File: src/rtl/drt_pkg.sv
// Purpose: constants for the dual reload timer
// Assumes: classic wishbone, 32-bit data, one register per word
// Notes: printed offsets are not all multiples of four, so byte address is index * 4
package drt_pkg;
	localparam int REG_W = 8;
	// register indices as printed; byte address = index * 4
	localparam logic [15:0] IDX_MODE = 16'h100C;
	localparam logic [15:0] IDX_T0_RELOAD = 16'h100D;
	localparam logic [15:0] IDX_T0_COUNT = 16'h100E;
	localparam logic [15:0] IDX_T1_RELOAD = 16'h100F;
	localparam logic [15:0] IDX_T1_COUNT = 16'h1010;
	localparam logic [15:0] IDX_IRQ_STATUS = 16'h1011;
	localparam logic [15:0] IDX_IRQ_MASK = 16'h1012;
	// mode register fields
	localparam int T0_PRE_LSB = 0;
	localparam int T0_EN_BIT = 3;
	localparam int T1_PRE_LSB = 4;
	localparam int T1_SRC_BIT = 6;
	localparam int T1_EN_BIT = 7;
	// interrupt status fields
	localparam int IRQ_T0_BIT = 0;
	localparam int IRQ_T1_BIT = 1;
	localparam logic [7:0] RST_REG = 8'h00;
	// prescaler divide exponents (divide = 2**exp)
	localparam int PRE_CNT_W = 14;
	localparam logic [2:0] T0_STEP_EXP = 3'h2;
	localparam logic [3:0] T1_EXP_DIV8 = 4'h3;
	localparam logic [3:0] T1_EXP_DIV64 = 4'h6;
	localparam logic [3:0] T1_EXP_DIV1024 = 4'hA;
endpackage : drt_pkg

File: src/rtl/drt_prescaler.sv
// Purpose: free-running power-of-two prescaler producing a one-cycle tick enable
// Assumes: src_en_i is a one-cycle enable in clk_i domain, high on each source edge
// Notes: exponent 0 passes the source enable through, registered one cycle later
`timescale 1ns/10ps
module drt_prescaler #(
	parameter int CNT_W = 14
) (
	input wire logic clk_i,
	input wire logic rst_i,
	input wire logic src_en_i,
	input wire logic [3:0] exp_i,
	output logic tick_o
);
	logic [CNT_W-1:0] cnt;
	logic [CNT_W-1:0] next_cnt;
	logic [CNT_W-1:0] mask;
	logic next_tick;

	always_comb begin
		mask = CNT_W'((CNT_W'(1) << exp_i) - CNT_W'(1));
		next_cnt = cnt;
		next_tick = 1'b0;
		if (src_en_i) begin
			if ((cnt & mask) == mask) begin
				next_cnt = '0;
				next_tick = 1'b1;
			end else begin
				next_cnt = CNT_W'(cnt + CNT_W'(1));
			end
		end
	end

	always_ff @(posedge clk_i) begin
		if (rst_i) begin
			cnt <= '0;
			tick_o <= 1'b0;
		end else begin
			cnt <= next_cnt;
			tick_o <= next_tick;
		end
	end
endmodule // drt_prescaler

File: src/rtl/drt_timer.sv
// Purpose: two 8-bit up-counting reload timers behind a classic wishbone slave
// Assumes: base_clk_en_i is a one-cycle enable in clk_i domain per base clock edge
// Notes: status register clears on read; a same-cycle event wins over the clear
//
// Functional notes
// - two independent timers, each prescaler plus 8-bit up-counter plus 8-bit reload
// - mode bits 2..0 divide system clock by 1,4,16,64,256,1024,4096,16384
// - mode bit 6 picks timer 1 source: 1 system clock, 0 base clock
// - mode bits 5..4 divide timer 1 source by 1,8,64,1024
// - mode bit 7 enables timer 1 counting
// - mode bit 3 enables timer 0 counting
// - timer 0 reaching reload clears to zero and sets its interrupt status
// - timer 1 reaching reload clears to zero and sets its interrupt status
// - writing timer 0 count loads it; reading returns present count
// - writing timer 1 count loads it; reading returns present count
// - reload registers are read/write and hold the wrap compare value
`timescale 1ns/10ps
module drt_timer #(
	parameter int ADR_W = 16
) (
	input wire logic clk_i,
	input wire logic rst_i,
	input wire logic cyc_i,
	input wire logic stb_i,
	input wire logic we_i,
	input wire logic [ADR_W-1:0] adr_i,
	input wire logic [3:0] sel_i,
	input wire logic [31:0] dat_i,
	output logic [31:0] dat_o,
	output logic ack_o,
	output logic base_clk_unused_o,
	input wire logic base_clk_en_i,
	output logic irq_o,
	output logic t0_wrap_o,
	output logic t1_wrap_o
);
	// ***********************************************************
	// bus decode
	// ***********************************************************
	function automatic logic hit(input logic [ADR_W-1:0] a, input logic [15:0] idx);
		hit = (a[ADR_W-1:2] == (ADR_W-2)'(idx)) && (a[1:0] == 2'h0);
	endfunction

	logic req;
	logic wr;
	logic rd;
	assign req = cyc_i && stb_i && !ack_o;
	assign wr = req && we_i && sel_i[0];
	assign rd = req && !we_i;

	// ***********************************************************
	// registers
	// ***********************************************************
	logic [7:0] mode;
	logic [7:0] t0_reload;
	logic [7:0] t1_reload;
	logic [7:0] t0_cnt;
	logic [7:0] t1_cnt;
	logic [1:0] irq_stat;
	logic [1:0] irq_mask;
	logic [7:0] next_mode;
	logic [7:0] next_t0_reload;
	logic [7:0] next_t1_reload;
	logic [7:0] next_t0_cnt;
	logic [7:0] next_t1_cnt;
	logic [1:0] next_irq_stat;
	logic [1:0] next_irq_mask;
	logic [31:0] next_dat;
	logic next_t0_wrap;
	logic next_t1_wrap;

	// ***********************************************************
	// prescalers
	// ***********************************************************
	logic t0_tick;
	logic t1_tick;
	logic t1_src_en;
	logic [3:0] t0_exp;
	logic [3:0] t1_exp;

	always_comb begin
		// timer 0 step is divide-by-4 per code
		t0_exp = 4'({1'b0, mode[drt_pkg::T0_PRE_LSB +: 3]} * 4'(drt_pkg::T0_STEP_EXP));
		case (mode[drt_pkg::T1_PRE_LSB +: 2])
			2'h0: t1_exp = 4'h0;
			2'h1: t1_exp = drt_pkg::T1_EXP_DIV8;
			2'h2: t1_exp = drt_pkg::T1_EXP_DIV64;
			2'h3: t1_exp = drt_pkg::T1_EXP_DIV1024;
			default: t1_exp = 4'h0;
		endcase
		t1_src_en = mode[drt_pkg::T1_SRC_BIT] ? 1'b1 : base_clk_en_i;
	end

	// prescalers run freely; the tick output lags its source by one cycle
	drt_prescaler #(.CNT_W(drt_pkg::PRE_CNT_W)) u_pre0 (
		.clk_i(clk_i),
		.rst_i(rst_i),
		.src_en_i(1'b1),
		.exp_i(t0_exp),
		.tick_o(t0_tick)
	);

	drt_prescaler #(.CNT_W(drt_pkg::PRE_CNT_W)) u_pre1 (
		.clk_i(clk_i),
		.rst_i(rst_i),
		.src_en_i(t1_src_en),
		.exp_i(t1_exp),
		.tick_o(t1_tick)
	);

	// ***********************************************************
	// next state
	// ***********************************************************
	always_comb begin
		next_mode = mode;
		next_t0_reload = t0_reload;
		next_t1_reload = t1_reload;
		next_t0_cnt = t0_cnt;
		next_t1_cnt = t1_cnt;
		next_irq_mask = irq_mask;
		next_irq_stat = irq_stat;
		next_t0_wrap = 1'b0;
		next_t1_wrap = 1'b0;
		next_dat = 32'h0000_0000;

		// counting; a software count write below overrides the step
		if (mode[drt_pkg::T0_EN_BIT] && t0_tick) begin
			if (t0_cnt == t0_reload) begin
				next_t0_cnt = 8'h00;
				next_t0_wrap = 1'b1;
			end else begin
				next_t0_cnt = 8'(t0_cnt + 8'h01);
			end
		end
		if (mode[drt_pkg::T1_EN_BIT] && t1_tick) begin
			if (t1_cnt == t1_reload) begin
				next_t1_cnt = 8'h00;
				next_t1_wrap = 1'b1;
			end else begin
				next_t1_cnt = 8'(t1_cnt + 8'h01);
			end
		end

		if (rd) begin
			if (hit(adr_i, drt_pkg::IDX_MODE)) begin
				next_dat = {24'h000000, mode};
			end else if (hit(adr_i, drt_pkg::IDX_T0_RELOAD)) begin
				next_dat = {24'h000000, t0_reload};
			end else if (hit(adr_i, drt_pkg::IDX_T0_COUNT)) begin
				next_dat = {24'h000000, t0_cnt};
			end else if (hit(adr_i, drt_pkg::IDX_T1_RELOAD)) begin
				next_dat = {24'h000000, t1_reload};
			end else if (hit(adr_i, drt_pkg::IDX_T1_COUNT)) begin
				next_dat = {24'h000000, t1_cnt};
			end else if (hit(adr_i, drt_pkg::IDX_IRQ_STATUS)) begin
				next_dat = {30'h00000000, irq_stat};
				next_irq_stat = 2'h0;
			end else if (hit(adr_i, drt_pkg::IDX_IRQ_MASK)) begin
				next_dat = {30'h00000000, irq_mask};
			end
		end

		if (wr) begin
			if (hit(adr_i, drt_pkg::IDX_MODE)) begin
				next_mode = dat_i[7:0];
			end else if (hit(adr_i, drt_pkg::IDX_T0_RELOAD)) begin
				next_t0_reload = dat_i[7:0];
			end else if (hit(adr_i, drt_pkg::IDX_T0_COUNT)) begin
				next_t0_cnt = dat_i[7:0];
			end else if (hit(adr_i, drt_pkg::IDX_T1_RELOAD)) begin
				next_t1_reload = dat_i[7:0];
			end else if (hit(adr_i, drt_pkg::IDX_T1_COUNT)) begin
				next_t1_cnt = dat_i[7:0];
			end else if (hit(adr_i, drt_pkg::IDX_IRQ_MASK)) begin
				next_irq_mask = dat_i[1:0];
			end
		end

		// set wins over the read clear
		if (next_t0_wrap) begin
			next_irq_stat[drt_pkg::IRQ_T0_BIT] = 1'b1;
		end
		if (next_t1_wrap) begin
			next_irq_stat[drt_pkg::IRQ_T1_BIT] = 1'b1;
		end
	end

	always_ff @(posedge clk_i) begin
		if (rst_i) begin
			mode <= drt_pkg::RST_REG;
			t0_reload <= drt_pkg::RST_REG;
			t1_reload <= drt_pkg::RST_REG;
			t0_cnt <= drt_pkg::RST_REG;
			t1_cnt <= drt_pkg::RST_REG;
			irq_stat <= 2'h0;
			irq_mask <= 2'h0;
			dat_o <= 32'h0000_0000;
			ack_o <= 1'b0;
			irq_o <= 1'b0;
			t0_wrap_o <= 1'b0;
			t1_wrap_o <= 1'b0;
			base_clk_unused_o <= 1'b0;
		end else begin
			mode <= next_mode;
			t0_reload <= next_t0_reload;
			t1_reload <= next_t1_reload;
			t0_cnt <= next_t0_cnt;
			t1_cnt <= next_t1_cnt;
			irq_stat <= next_irq_stat;
			irq_mask <= next_irq_mask;
			dat_o <= next_dat;
			ack_o <= req;
			irq_o <= |(next_irq_stat & next_irq_mask);
			t0_wrap_o <= next_t0_wrap;
			t1_wrap_o <= next_t1_wrap;
			// low while timer 1 runs from the base clock and is enabled
			base_clk_unused_o <= !(next_mode[drt_pkg::T1_EN_BIT] && !next_mode[drt_pkg::T1_SRC_BIT]);
		end
	end
endmodule // drt_timer

File: config.mk
export PLATFORM = sky130hd
export DESIGN_NAME = drt_timer
export DESIGN_NICKNAME = d
export VERILOG_FILES = /design/src/rtl/drt_pkg.sv /design/src/rtl/drt_prescaler.sv /design/src/rtl/drt_timer.sv
export SDC_FILE = /design/constraint.sdc
export NUM_CORES = 1
export LEC_CHECK = 0
export CORE_MARGIN = 4
export CORE_UTILIZATION = 60
export DETAILED_ROUTE_END_ITERATION = 10
export DONT_BUFFER_PORTS = 1
export GPL_TIMING_DRIVEN = 0
export PLACE_DENSITY = 0.76
export SLEW_MARGIN = 20
export SYNTH_ARGS = -nofsm -noshare
export SYNTH_HDL_FRONTEND = slang
export SYNTH_SLANG_ARGS = --single-unit
File: constraint.sdc
create_clock -name clk_i -period 2.9 [get_ports clk_i]
set_clock_uncertainty 0.2 [all_clocks]
set_input_delay 0.29 -clock clk_i [delete_from_list [all_inputs] [get_ports clk_i]]
set_output_delay 0.29 -clock clk_i [all_outputs]
set_load 0.005 [all_outputs]
# --- Yosys cells after proc, flatten, opt, wreduce, memory -nomap -nowiden ---
# Index checks and enable logic that the tools add are counted.
op_classes:
  n_eq_ne: 14
  muxes: 48
  n_reduce_logical: 29
  add_sub_neg: 6
  bitwise: 8
  n_shift: 2
ops:
  columns: ["op", "count"]
  rows:
  - ["$mux W8", 21]
  - ["$eq A14 B13 Y1 const B", 7]
  - ["$mux W2", 16]
  - ["$add A14 B1 Y14 const B", 2]
  - ["$and A14 B14 Y14", 2]
  - ["$eq A14 B14 Y1", 2]
  - ["$shl A1 B4 Y14 const A", 2]
  - ["$sub A14 B2 Y14 const B", 2]
  - ["$add A8 B1 Y8 const B", 2]
  - ["$eq A8 B8 Y1", 2]
  - ["$pmux W4 S4", 1]
  - ["$logic_and A1 B1 Y1", 15]
  - ["$mux W14", 1]
  - ["$mux W1", 9]
  - ["$reduce_or A2 Y1", 4]
  - ["$reduce_or A8 Y1", 1]
  - ["$not A1 Y1", 5]
  - ["$reduce_and A5 Y1", 1]
  - ["$eq A2 B2 Y1 const B", 2]
  - ["$logic_not A1 Y1", 4]
  - ["$logic_not A2 Y1", 2]
  - ["$reduce_and A3 Y1", 1]
  - ["$and A2 B2 Y2", 1]
  - ["$eq A2 B1 Y1 const B", 1]
  - ["$reduce_and A2 Y1", 1]
word_totals:
  elab_cells: 126
  ff_bits: 111
  out_inout_bits: 37

# --- Longest topological paths before layout ---
logic_depth:
  ltp_word: 12
  depth_mapped: 7
  ltp_nobuf: 6

# --- By module ---
# Synthesis repeated with hierarchy kept, for this count alone.
unflattened:
  cells_unflattened: 620
  hier_area_um2: 5263.8
modules_own_cells:
  columns: ["module", "area_per_inst_um2", "cells_each", "seq_area_each_um2", "n_inst"]
  rows:
  - ["drt_timer", 3264.4, 394, 1141.1, 1]
  - ["drt_prescaler", 999.7, 113, 300.3, 2]

# --- Worst setup path after synthesis ---
# Ideal clock, no wire load.
synth_timing:
  kind: "input to register"
  from: "input adr_i[15]"
  to: "register t1_reload[6]"
  setup_slack_ps: 656
  t_arrival_ps: 1914
  required_time_ps: 2570
  cell_stages: 7
  path_buffers: 2
  cell_sequence: "or4b_4 > buf_6 > nor4_4 > and2_1 > buf_6 > mux2i_1 > nor2_1"
synth_via:
  elab_chain_len: 4
  word_cells_on_any_way: 12
  classes_between: "eq/ne (4); bitwise (3); reduce/logical (5)"
synth_rtl:
  columns: ["element", "line", "source"]
  rows:
  - ["start: declaration", "drt_timer.sv:26", "input wire logic [ADR_W-1:0] adr_i,"]
  - ["$eq A14 B13 Y1", "drt_timer.sv:41", "hit = (a[ADR_W-1:2] == (ADR_W-2)'(idx)) && (a[1:0] == 2'h0);"]
  - ["$logic_and A1 B1 Y1", "drt_timer.sv:41", null]
  - ["$not A1 Y1 (no source line)", null, null]
  - ["$reduce_and A5 Y1 (no source line) (*)", null, null]
  - ["end signal: assignment", "drt_timer.sv:192", "t1_reload <= drt_pkg::RST_REG;"]
  - ["end signal: assignment", "drt_timer.sv:206", "t1_reload <= next_t1_reload;"]
  - ["end: declaration", "drt_timer.sv:56", "logic [7:0] t1_reload;"]
# Every way passes the cells marked *; elsewhere a longest branch is shown, timed or not.
# A chain may end at the register's enable or synchronous reset.

# --- Worst setup path after layout ---
layout_timing:
  from: "register t0_cnt[3]"
  to: "register irq_o"
layout_via:
  elab_chain_len: 6
layout_rtl:
  columns: ["element", "line", "source"]
  rows:
  - ["start: declaration", "drt_timer.sv:57", "logic [7:0] t0_cnt;"]
  - ["start signal: assignment", "drt_timer.sv:193", "t0_cnt <= drt_pkg::RST_REG;"]
  - ["start signal: assignment", "drt_timer.sv:207", "t0_cnt <= next_t0_cnt;"]
  - ["$eq A8 B8 Y1", "drt_timer.sv:128", "if (t0_cnt == t0_reload) begin"]
  - ["$mux W1", "drt_timer.sv:128", null]
  - ["$mux W1", "drt_timer.sv:127", "if (mode[drt_pkg::T0_EN_BIT] && t0_tick) begin"]
  - ["$mux W1", "drt_timer.sv:180", "if (next_t0_wrap) begin"]
  - ["$and A2 B2 Y2", "drt_timer.sv:213", "irq_o <= |(next_irq_stat & next_irq_mask);"]
  - ["$reduce_or A2 Y1", "drt_timer.sv:213", null]
  - ["end signal: assignment", "drt_timer.sv:213", null]
  - ["end: declaration", "drt_timer.sv:33", "output logic irq_o,"]
# No other way between the ends.

==> out/results.txt <==
Setup Fix Bufs, Post-CTS -> 0
Fin. Hold Viols -> 0
commonest non-fill, non-tap cell in the layout -> dfxtp_1
EDFF count, synth -> 0
final core utilization -> 0.6906
area of the multi-input gates -> 2305 um2
hold buffer count at CTS -> 11
largest family of logic cells by synthesized area -> simple AND/OR/NAND/NOR gates
leak pwr -> 1.755 nW
total wire length -> 9.305 mm
Final Max Tran Viols -> 0
GP Congestion -> 0.8529
DR iter-0 viols -> 202
Netlist cell types -> 56
endpoints failing setup -> 0
cts repair resizes -> 0
GRT overflow -> 0
clock slew at reported path FFs -> 0.09 ns
worst hold slack -> 0.01366 ns
Cells after Synth -> 458
Cell Area, Synth -> 4198 um2
MaxCap Viol Count -> 0
highest-count cells in the layout ignoring fill and taps -> dfxtp_1, nor2_1, xor2_1
Worst Path Buf+Inv -> 1
crit path max fanout -> 8
Main synth FF type -> dfxtp_1
Routed wire per std cell -> 15.41 um
post-route ant nets -> 0
Post-Synth Adder-Cell Area -> 0.01192
Required @ worst endpoint -> 3.00 ns
DR pass1 iterations -> 5
Residual DRC -> 0
die width -> 91.65 um
Die Y-Extent -> 91.65 um
clk buf depth -> 2
core footprint -> 6794 um2
ant diodes -> 0
register area share after synthesis -> 0.3958
Worst slew margin -> 0.5223
die area -> 8399 um2
Post-DP HPWL -> 6.995 mm
crit-path max cell delay -> 0.43 ns
CTS Root Cell -> clkbuf_8
Period Utilization, post-route -> 0.7997
Post-Synth XOR/XNOR Area -> 0.09806
max frequency -> 431.2 MHz
Initial Utilization -> 0.6179
CTS H-Tree Depth -> 3
FF/Latch Area -> 1662 um2
FP Rows -> 30
Hold Path Class -> in -> reg
share of cells above drive strength 1 -> 0.1398
pwr dens -> 424.6 nW/um2
CTS sink count -> 83
vias in the first global route -> 3,342
io pins -> 95
Async SR Flop Fraction -> 0
setup TNS -> 0 ns
minimum clock period -> 2.319 ns
synthesis-to-finish area growth -> 11.77%
CP endpoint kind -> flop
worst-margin pin slew -> 0.7127 ns
CP arrival -> 2.42 ns
RSZ-0062 raised after global routing -> no
Seq cells post-synth -> 83
GR Util All Layers -> 0.2294
Largest delay share family, worst path -> simple AND/OR/NAND/NOR gates
Crit-path slowest cell -> nand4_1
Yosys warning count -> 0
CTS tree -> built
Synth Area in Simple Gates -> 0.2271
fillers -> 567
maximum vdd drop -> 0.2530 mV
Crit Path Class -> reg -> reg
global-route wire length before repair -> 15.61 mm
# port buffers -> 0
CP Cell Sequence -> clkbuf_1 > xor2_1 > nor4_1 > nand4_1 > a21oi_1 > a22o_1
antenna violations before repair -> 0
via count -> 3,373
mux contribution to synthesized area -> 0.06230
Mean Syn Cell Area -> 9.165 um2
Worst setup SP type -> flop
final net count -> 565
Worst-Skew Late Latency -> 0.36 ns
status -> finished, final reports clean
via/cell ratio -> 5.584
Num CTS Buffers -> 9
pin count of the biggest net entering global routing -> 16
Compound-Gate Fraction of Synth Area -> 0.1282
## where the power goes
group | total, W | switching (W) | internal (W)
logic | 0.000101 | 0.0000563 | 0.0000444
registers | 0.00114 | 0.00000276 | 0.00114
clock network | 0.000747 | 0.000432 | 0.000315
## synth_stat cells, drive strengths merged, types with 2 or more instances
| library cell | number | area (um2) |
|---|---|---|
| a211oi | 5 | 37.54 |
| or4b | 3 | 33.78 |
| a222oi | 7 | 70.07 |
| or4 | 2 | 15.01 |
| inv | 8 | 30.03 |
| or3 | 2 | 12.51 |
| dfxtp | 83 | 1662 |
| o2bb2ai | 6 | 52.55 |
| nand4 | 10 | 62.56 |
| a21oi | 22 | 128.9 |
| and3 | 5 | 31.28 |
| ha | 4 | 50.05 |
| o21ai | 8 | 40.04 |
| a311oi | 2 | 17.52 |
| buf | 34 | 254.0 |
| a31oi | 3 | 18.77 |
| nand2 | 31 | 121.4 |
| and4 | 4 | 35.03 |
| nor4 | 11 | 143.9 |
| or2 | 3 | 18.77 |
| clkbuf | 9 | 33.78 |
| a22o | 4 | 36.29 |
| xnor2 | 14 | 122.6 |
| nor3 | 6 | 40.04 |
| o2111ai | 2 | 17.52 |
| a22oi | 6 | 45.04 |
| nor2 | 70 | 270.3 |
| nand3 | 13 | 65.06 |
| xor2 | 33 | 289.0 |
| a221oi | 2 | 30.03 |
| and2 | 8 | 50.05 |
| mux2i | 25 | 250.2 |
## final cells by class
| class | instances | share of cell area |
|---|---|---|
| timing repair buffer | 11 | 0.02347 |
| clock inverter | 7 | 0.01147 |
| sequential | 83 | 0.3541 |
| multi-input combinational | 347 | 0.4912 |
| inverter | 8 | 0.006400 |
| buffer | 43 | 0.06133 |
| tap | 96 | 0.02560 |
| clock buffer | 9 | 0.02640 |
## worst paths after layout
check / startpoint / to / slack (ns) / cells past startpoint
setup / recovery: t0_cnt[3] / irq_o / 0.58 / 6
hold reg to reg: u_pre0.cnt[0] / u_pre0.cnt[0] / 0.28 / 1
hold / removal: base_clk_en_i / u_pre1.tick_o / 0.01 / 2
setup reg to reg: t0_cnt[3] / irq_o / 0.58 / 6
## layer usage
layer	wire [um]	GRT usage	share of wire
met1	4069	0.2816	0.44
met3	520	0.05578	0.056
met5	0	0	0
met2	4591	0.3914	0.49
met4	125	0.07915	0.013
## cell families after synthesis
group	Yosys count
and+or+nand+nor	174
AOI/OAI and AO/OA	72
buffers and inverters	51
muxes	26
other	1
DFF	83
xor gates and xnor gates	47
adders and majority gates	4
## through the flow
step	setup slack [ns]	cells	power, W	area [um2]
3_5_place_dp	0.4124	577	0.001249	4404
5_1_grt	0.3759	604	0.002067	4692
2_1_floorplan	0.6559	481	0.001237	4284
6_report	0.5810	604	0.001992	4692
4_1_cts	0.6287	604	0.002007	4692
3_3_place_gp	0.4414	577	0.001248	4404
## registers in the layout (all words and copies together), names as in the netlist, 2 cells and up
signal / count
t0_cnt: 8
u_pre1.cnt: 10
t1_reload: 8
u_pre0.cnt: 14
dat_o: 8
irq_stat: 2
t1_cnt: 8
mode: 8
irq_mask: 2
t0_reload: 8
Note: power is estimated with default switching activity, not from simulation.
